--- config.mk ---
export PLATFORM = sky130hd
export DESIGN_NAME = btpr_pin_router
export DESIGN_NICKNAME = d
export VERILOG_FILES = /design/src/inc/btpr_pkg.sv /design/src/rtl/btpr_pin_router.sv
export SDC_FILE = /design/constraint.sdc
export NUM_CORES = 1
export LEC_CHECK = 0
export BUFFER_PORTS_ARGS = -buffer_cell sky130_fd_sc_hd__buf_2
export CAP_MARGIN = 20
export CORE_MARGIN = 8
export CORE_UTILIZATION = 40
export CTS_CLUSTER_DIAMETER = 120
export CTS_CLUSTER_SIZE = 12
export DETAILED_ROUTE_END_ITERATION = 8
export PLACE_DENSITY = 0.66
export SLEW_MARGIN = 20
export SYNTH_ARGS = -nofsm -noshare
export SYNTH_HDL_FRONTEND = slang
export SYNTH_SLANG_ARGS = --single-unit
--- constraint.sdc ---
create_clock -name sys_clk_i -period 1.1 [get_ports sys_clk_i]
set_input_delay 0.11 -clock sys_clk_i [delete_from_list [all_inputs] [get_ports sys_clk_i]]
set_output_delay 0.11 -clock sys_clk_i [all_outputs]
set_load 0.02 [all_outputs]
--- src/inc/btpr_pkg.sv ---
/*
 * Constants for the Bluetooth pin router: synchroniser bit positions,
 * pin reset levels and the nominal clock figures.
 * Assumes a single 10 MHz system clock and asynchronous pin inputs.
 */
package btpr_pkg;

    // Positions in the pin synchroniser vector
    localparam int SYNC_W         = 8;
    localparam int IDX_RTS        = 0;
    localparam int IDX_CTS        = 1;
    localparam int IDX_HOST_WAKE  = 2;
    localparam int IDX_DEV_WAKE   = 3;
    localparam int IDX_CLK_REQ    = 4;
    localparam int IDX_SERIAL_IN  = 5;
    localparam int IDX_SLEEP_CLK  = 6;
    localparam int IDX_POWER_EN   = 7;

    localparam logic [SYNC_W-1:0] SYNC_RESET = 8'h00;

    // Pin levels while the section is held in reset
    localparam logic RST_RTS_N      = 1'h1;
    localparam logic RST_SERIAL_OUT = 1'h1;
    localparam logic RST_LOW        = 1'h0;
    localparam logic RST_DRIVE      = 1'h1;
    localparam logic RST_RELEASE    = 1'h0;

    // Flow control is active low: low means asserted
    localparam logic FLOW_ASSERTED  = 1'h0;

    // Nominal clocks; the sleep clock is only sampled and passed on
    localparam int SYS_CLOCK_HZ     = 32'h0098_9680;
    localparam int SLEEP_CLOCK_HZ   = 32'h0000_8000;

    typedef enum logic {
        BTPR_ROUTE_UART,
        BTPR_ROUTE_VOICE
    } btpr_route_t;

endpackage : btpr_pkg

--- src/rtl/btpr_pin_router.sv ---
/*
 * Pin router for the Bluetooth host link, wake lines, voice port and
 * clock request pin.
 * Assumes configuration inputs come from logic on sys_clk_i; every pin
 * input is asynchronous and passes two flip-flops before use.
 */
// Notes on behaviour
// - After reset the wake pins carry wake/GPIO and the host link pins carry UART.
// - Alternate routing puts bit clock on RTS, data out on CTS, sync on host wake, data in on device wake.
// - With the voice port rerouted the host link runs three-wire on serial in and out only.
// - The clock request pin is high whenever the Bluetooth or WLAN section needs the clock.
// - The clock request pin can be turned into the serial-audio data input.
// - Host link flow control is active low in both directions.
// - The voice bit clock is either driven out as master or taken in as slave.
// - The voice frame sync is either driven out as master or taken in as slave.
// - While the section power enable is low every output register is held in reset; the synchroniser keeps running.
`timescale 1ns/10ps

module btpr_pin_router
    import btpr_pkg::*;
(
    input  wire logic sys_clk_i,
    input  wire logic reset_i,
    input  wire logic clk_en_i,
    input  wire logic radio_section_power_enable_i,
    input  wire logic voice_route_alt_i,
    input  wire logic clk_req_as_audio_in_i,
    input  wire logic voice_clock_master_i,
    input  wire logic voice_sync_master_i,
    input  wire logic bt_clock_need_i,
    input  wire logic wlan_clock_need_i,
    input  wire logic uart_serial_out_i,
    input  wire logic uart_rts_n_i,
    output logic      uart_serial_in_o,
    output logic      uart_cts_n_o,
    input  wire logic host_wake_out_i,
    input  wire logic host_wake_oe_i,
    output logic      host_wake_in_o,
    input  wire logic device_wake_out_i,
    input  wire logic device_wake_oe_i,
    output logic      device_wake_in_o,
    input  wire logic voice_bit_clock_out_i,
    input  wire logic voice_frame_sync_out_i,
    input  wire logic voice_data_out_i,
    output logic      voice_bit_clock_in_o,
    output logic      voice_frame_sync_in_o,
    output logic      voice_data_in_o,
    output logic      audio_serial_data_in_o,
    output logic      sleep_clock_o,
    output logic      three_wire_mode_o,
    input  wire logic host_link_serial_in_i,
    output logic      host_link_serial_out_o,
    input  wire logic host_link_request_to_send_n_i,
    output logic      host_link_request_to_send_n_o,
    output logic      host_link_request_to_send_n_oe_o,
    input  wire logic host_link_clear_to_send_n_i,
    output logic      host_link_clear_to_send_n_o,
    output logic      host_link_clear_to_send_n_oe_o,
    input  wire logic host_wake_line_i,
    output logic      host_wake_line_o,
    output logic      host_wake_line_oe_o,
    input  wire logic device_wake_line_i,
    output logic      device_wake_line_o,
    output logic      device_wake_line_oe_o,
    input  wire logic clock_request_i,
    output logic      clock_request_o,
    output logic      clock_request_oe_o,
    input  wire logic sleep_clock_in_i
);

    logic [SYNC_W-1:0] sync_meta;
    logic [SYNC_W-1:0] sync_pin;
    logic [SYNC_W-1:0] pin_raw;
    logic              section_rst;
    btpr_route_t       route;
    btpr_route_t       next_route;

    // Pin side registers
    logic next_serial_out, next_rts_o, next_rts_oe, next_cts_o, next_cts_oe;
    logic next_hw_o, next_hw_oe, next_dw_o, next_dw_oe, next_creq_o, next_creq_oe;
    // Core side registers
    logic next_serial_in, next_cts_n, next_hw_in, next_dw_in;
    logic next_vclk_in, next_vsync_in, next_vdata_in, next_audio_in;
    logic next_sleep, next_three_wire;

    assign pin_raw = {radio_section_power_enable_i, sleep_clock_in_i, host_link_serial_in_i,
                      clock_request_i, device_wake_line_i, host_wake_line_i,
                      host_link_clear_to_send_n_i, host_link_request_to_send_n_i};

    // Only the general reset clears the synchroniser; the power enable
    // itself must keep passing through it to release the section.
    always_ff @(posedge sys_clk_i) begin
        if (reset_i) begin
            sync_meta <= SYNC_RESET;
            sync_pin  <= SYNC_RESET;
        end else if (clk_en_i) begin
            sync_meta <= pin_raw;
            sync_pin  <= sync_meta;
        end
    end

    assign section_rst = reset_i | ~sync_pin[IDX_POWER_EN];

    always_comb begin
        next_route      = voice_route_alt_i ? BTPR_ROUTE_VOICE : BTPR_ROUTE_UART;
        next_serial_out = uart_serial_out_i;
        next_serial_in  = sync_pin[IDX_SERIAL_IN];
        next_sleep      = sync_pin[IDX_SLEEP_CLK];
        next_three_wire = voice_route_alt_i;
        if (voice_route_alt_i) begin
            // Bit clock on RTS pin, direction from master select
            next_rts_oe   = voice_clock_master_i;
            next_rts_o    = voice_bit_clock_out_i;
            next_vclk_in  = voice_clock_master_i ? RST_LOW : sync_pin[IDX_RTS];
            next_cts_oe   = RST_DRIVE;
            next_cts_o    = voice_data_out_i;
            next_hw_oe    = voice_sync_master_i;
            next_hw_o     = voice_frame_sync_out_i;
            next_vsync_in = voice_sync_master_i ? RST_LOW : sync_pin[IDX_HOST_WAKE];
            next_dw_oe    = RST_RELEASE;
            next_dw_o     = RST_LOW;
            next_vdata_in = sync_pin[IDX_DEV_WAKE];
            // Core UART never stalls on a pin it no longer owns
            next_cts_n    = FLOW_ASSERTED;
            next_hw_in    = RST_LOW;
            next_dw_in    = RST_LOW;
        end else begin
            next_rts_oe   = RST_DRIVE;
            next_rts_o    = uart_rts_n_i;
            next_cts_oe   = RST_RELEASE;
            next_cts_o    = RST_LOW;
            next_cts_n    = sync_pin[IDX_CTS];
            next_hw_oe    = host_wake_oe_i;
            next_hw_o     = host_wake_out_i;
            next_hw_in    = sync_pin[IDX_HOST_WAKE];
            next_dw_oe    = device_wake_oe_i;
            next_dw_o     = device_wake_out_i;
            next_dw_in    = sync_pin[IDX_DEV_WAKE];
            next_vclk_in  = RST_LOW;
            next_vsync_in = RST_LOW;
            next_vdata_in = RST_LOW;
        end
        if (clk_req_as_audio_in_i) begin
            next_creq_oe  = RST_RELEASE;
            next_creq_o   = RST_LOW;
            next_audio_in = sync_pin[IDX_CLK_REQ];
        end else begin
            next_creq_oe  = RST_DRIVE;
            next_creq_o   = bt_clock_need_i | wlan_clock_need_i;
            next_audio_in = RST_LOW;
        end
    end

    always_ff @(posedge sys_clk_i) begin
        if (section_rst) begin
            route                            <= BTPR_ROUTE_UART;
            host_link_serial_out_o           <= RST_SERIAL_OUT;
            host_link_request_to_send_n_o    <= RST_RTS_N;
            host_link_request_to_send_n_oe_o <= RST_DRIVE;
            host_link_clear_to_send_n_o      <= RST_LOW;
            host_link_clear_to_send_n_oe_o   <= RST_RELEASE;
            host_wake_line_o                 <= RST_LOW;
            host_wake_line_oe_o              <= RST_RELEASE;
            device_wake_line_o               <= RST_LOW;
            device_wake_line_oe_o            <= RST_RELEASE;
            clock_request_o                  <= RST_LOW;
            clock_request_oe_o               <= RST_DRIVE;
            uart_serial_in_o                 <= RST_SERIAL_OUT;
            uart_cts_n_o                     <= RST_RTS_N;
            host_wake_in_o                   <= RST_LOW;
            device_wake_in_o                 <= RST_LOW;
            voice_bit_clock_in_o             <= RST_LOW;
            voice_frame_sync_in_o            <= RST_LOW;
            voice_data_in_o                  <= RST_LOW;
            audio_serial_data_in_o           <= RST_LOW;
            sleep_clock_o                    <= RST_LOW;
            three_wire_mode_o                <= RST_LOW;
        end else if (clk_en_i) begin
            route                            <= next_route;
            host_link_serial_out_o           <= next_serial_out;
            host_link_request_to_send_n_o    <= next_rts_o;
            host_link_request_to_send_n_oe_o <= next_rts_oe;
            host_link_clear_to_send_n_o      <= next_cts_o;
            host_link_clear_to_send_n_oe_o   <= next_cts_oe;
            host_wake_line_o                 <= next_hw_o;
            host_wake_line_oe_o              <= next_hw_oe;
            device_wake_line_o               <= next_dw_o;
            device_wake_line_oe_o            <= next_dw_oe;
            clock_request_o                  <= next_creq_o;
            clock_request_oe_o               <= next_creq_oe;
            uart_serial_in_o                 <= next_serial_in;
            uart_cts_n_o                     <= next_cts_n;
            host_wake_in_o                   <= next_hw_in;
            device_wake_in_o                 <= next_dw_in;
            voice_bit_clock_in_o             <= next_vclk_in;
            voice_frame_sync_in_o            <= next_vsync_in;
            voice_data_in_o                  <= next_vdata_in;
            audio_serial_data_in_o           <= next_audio_in;
            sleep_clock_o                    <= next_sleep;
            three_wire_mode_o                <= next_three_wire;
        end
    end
endmodule : btpr_pin_router

==> impl_metrics.json <==
{
  "synthesis.nets": 161,
  "cpLargestDelayFamily": "buffers and inverters",
  "dieHeight_um": 74.5,
  "cts_setup_buffers": 0,
  "min-delay-start": "device_wake_line_i",
  "crit_chain": "dlygate4sd3_1, buf_2, nand2b_4, a211o_1",
  "min_period_ps": 1010,
  "cp.arrival_ps": 1250,
  "antenna_found_initial": 0,
  "setup_slack_ps": 85.1,
  "num_rows": 21,
  "crit_buf_inv": 2,
  "numCtsBuffers": 5,
  "io_buffers": 46,
  "detailedPlace.worstSlack_ps": 73.6,
  "cp_max_fo": 7,
  "n_fill_cell": 329,
  "grt-ovfl-total": 0,
  "syn_inst": 135,
  "drt_iter0_markers": 41,
  "power_uw": 2480,
  "grt_pass1_vias": 1125,
  "routedWlPerCell_um": 13.1,
  "synthAdderAreaFrac_pct": 0,
  "postRouteAntennaNets": 0,
  "ios": 47,
  "period_share_pct": 92.3,
  "fin_nets": 215,
  "critPathLaunchType": "input pin",
  "synth_xor_area_share_pct": 0,
  "clockBufferDepth": 2,
  "combinationalPowerShare_pct": 9.2,
  "yosys.area_share.simple_pct": 15.8,
  "cts_root_buffer": "clkbuf_4",
  "p_sw_uw": 545,
  "pwr-share-clk_pct": 36.2,
  "syn2layout_area_growth_pct": 29.7,
  "hold_viol": 0,
  "cp-startpoint": "reset_i",
  "dieArea_um2": 5550,
  "max-vdd-ir-drop_uv": 970,
  "yosysSeqAreaShare_pct": 52.7,
  "diodes": 0,
  "hpwl_um": 2320,
  "synthMuxAreaShare_pct": 16.8,
  "cts.sinks": 36,
  "fin_tns_setup_ps": 0,
  "powerDensity_nw_per_um2": 1400,
  "tritoncts": "yes",
  "crit_slowest_cell": "dlygate4sd3_1",
  "cp.required_ps": 1330,
  "rsz0062_at_grt": "no",
  "tightest_slew_ps": 351,
  "yosys_warnings": 0,
  "yosys_register_bits": 36,
  "pwr-share-seq_pct": 54.5,
  "grt_pass1_wl_um": 5040,
  "wl_um": 3090,
  "max_slew_margin_pct": 76.6,
  "max_stage_delay_ps": 530,
  "die_x_um": 74.5,
  "synth-compound-area-share_pct": 8.04,
  "maxSlewViolCount": 0,
  "synth_cell_types": 24,
  "reg_top3": "sync_meta: 8 flops, sync_pin: 8 flops",
  "clock.fmax_mhz": 985,
  "swShare_pct": 22.0,
  "p_int_uw": 1930,
  "hold_class": "input pin to register",
  "syn_area_per_cell_um2": 10.1,
  "viasPerCell": 4.74,
  "outcome": "finished clean",
  "critPathCaptureType": "register",
  "cts.htree.levels": 2,
  "dr_total_vias": 1119,
  "drive_gt1_share_pct": 31.1,
  "clock_skew_ps": 7.83,
  "core_um2": 3310,
  "drv_cap": 0,
  "cellLeakagePower_uw": 0.000799,
  "route.detailed.drc": 0,
  "clk_latency_ps": 340,
  "r2r-start": "sync_pin[7]",
  "grt_max_degree": 19,
  "firstDrtPassIters": 4,
  "setup_viol": 0,
  "gp_congestion": 0.782,
  "criticalPathCategory": "input pin to register",
  "clk_pin_slew_ps": 100,
  "netlist_area_um2": 1370,
  "synth_top_family_by_area": "multiplexers",
  "grt_usage_pct": 12.0,
  "initial_utilization_pct": 41.3
}
worst min-delay path, cell delays in order:
cell	delay (ps)
buf_2	80
mux2i_1	60
nor2_1	70
metal layers:
metal	global-route usage [%]	share of wire, %
met5	0	0
met4	5.87	1.8
met1	12.7	44
met2	19.3	44
met3	5.93	10
path summary, 6_finish.rpt:
check                                           to  slack, ps  depth (start not counted)
worst min-delay path                  sync_meta[3]         20                          3
worst max register to register    host_wake_line_o        170                          3
worst max-delay path            clock_request_oe_o         90                          4
worst min register to register     clock_request_o        470                          2
power groups by stage:
stage | Combinational [uW] | Clock [uW] | Sequential [uW]
floorplan | 138 | 0 | 1380
global placement | 203 | 0 | 1380
detailed placement | 210 | 0 | 1380
CTS | 230 | 930 | 1350
global route | 251 | 972 | 1350
finish | 229 | 898 | 1350
per-stage QoR:
stage               cells  util, %  hold slack, ps  cell area (um^2)
global route          236     53.6            13.2              1780
finish                236     53.6            15.5              1780
CTS                   236     53.5            5.87              1770
detailed placement    221     49.1             334              1620
global placement      221     49.1             323              1620
floorplan             135        -             238              1370
synthesized netlist by cell type:
master    instances  share of area, %
dfxtp_1          36                53
mux2i_1          23                17
nor2_1           20               5.5
nand2_1          12               3.3
a21oi_1          11               4.0
o21ai_1           4               1.5
buf_2             3               1.1
buf_6             3               2.5
nand3_1           3               1.1
nand3b_1          3               1.6
a22oi_1           2               1.1
buf_4             2               1.1
nand4b_1          2               1.3
a211o_1           1              0.64
a31oi_1           1              0.46
and2b_1           1              0.55
buf_12            1               1.5
clkbuf_1          1              0.27
inv_1             1              0.27
nand2b_4          1               1.0
nor2b_1           1              0.46
nor2b_2           1              0.64
nor3_1            1              0.37
o21ai_0           1              0.37
timing repair:
item	CTS	global route
setup endpoints to repair	0	1
gates resized for setup	0	1
hold endpoints to repair	7	0
hold buffers	7	0
final cells by class:
cell class / count / area, um^2 / share of cell area (%)
multi-input combinational: 88 / 562 / 31.6
timing repair buffer: 57 / 355 / 20.0
clock inverter: 2 / 35.0 / 1.97
inverter: 1 / 3.75 / 0.211
tap: 46 / 57.6 / 3.24
clock buffer: 6 / 41.3 / 2.33
sequential: 36 / 721 / 40.6
placed cells by master, fill, tap and decap left out, drive strengths merged:
cell,n
a31oi,1
nor3,1
nand3b,3
nand3,3
nor2b,2
and2b,1
a22oi,2
nand2b,1
nand2,12
buf,50
clkinv,1
nor2,20
mux2i,23
inv,1
bufinv,1
clkbuf,6
dfxtp,36
a21oi,11
dlygate4sd3,7
a211o,1
o21ai,5
nand4b,2
kinds of logic (layout without fill, tap and decap cells):
| family | count (synthesis) | in the layout |
|---|---|---|
| simple gates | 45 | 45 |
| flops | 36 | 36 |
| mux | 23 | 23 |
| compound gates | 20 | 20 |
| buf+inv | 11 | 66 |
Power figures use the tool's default switching activity.
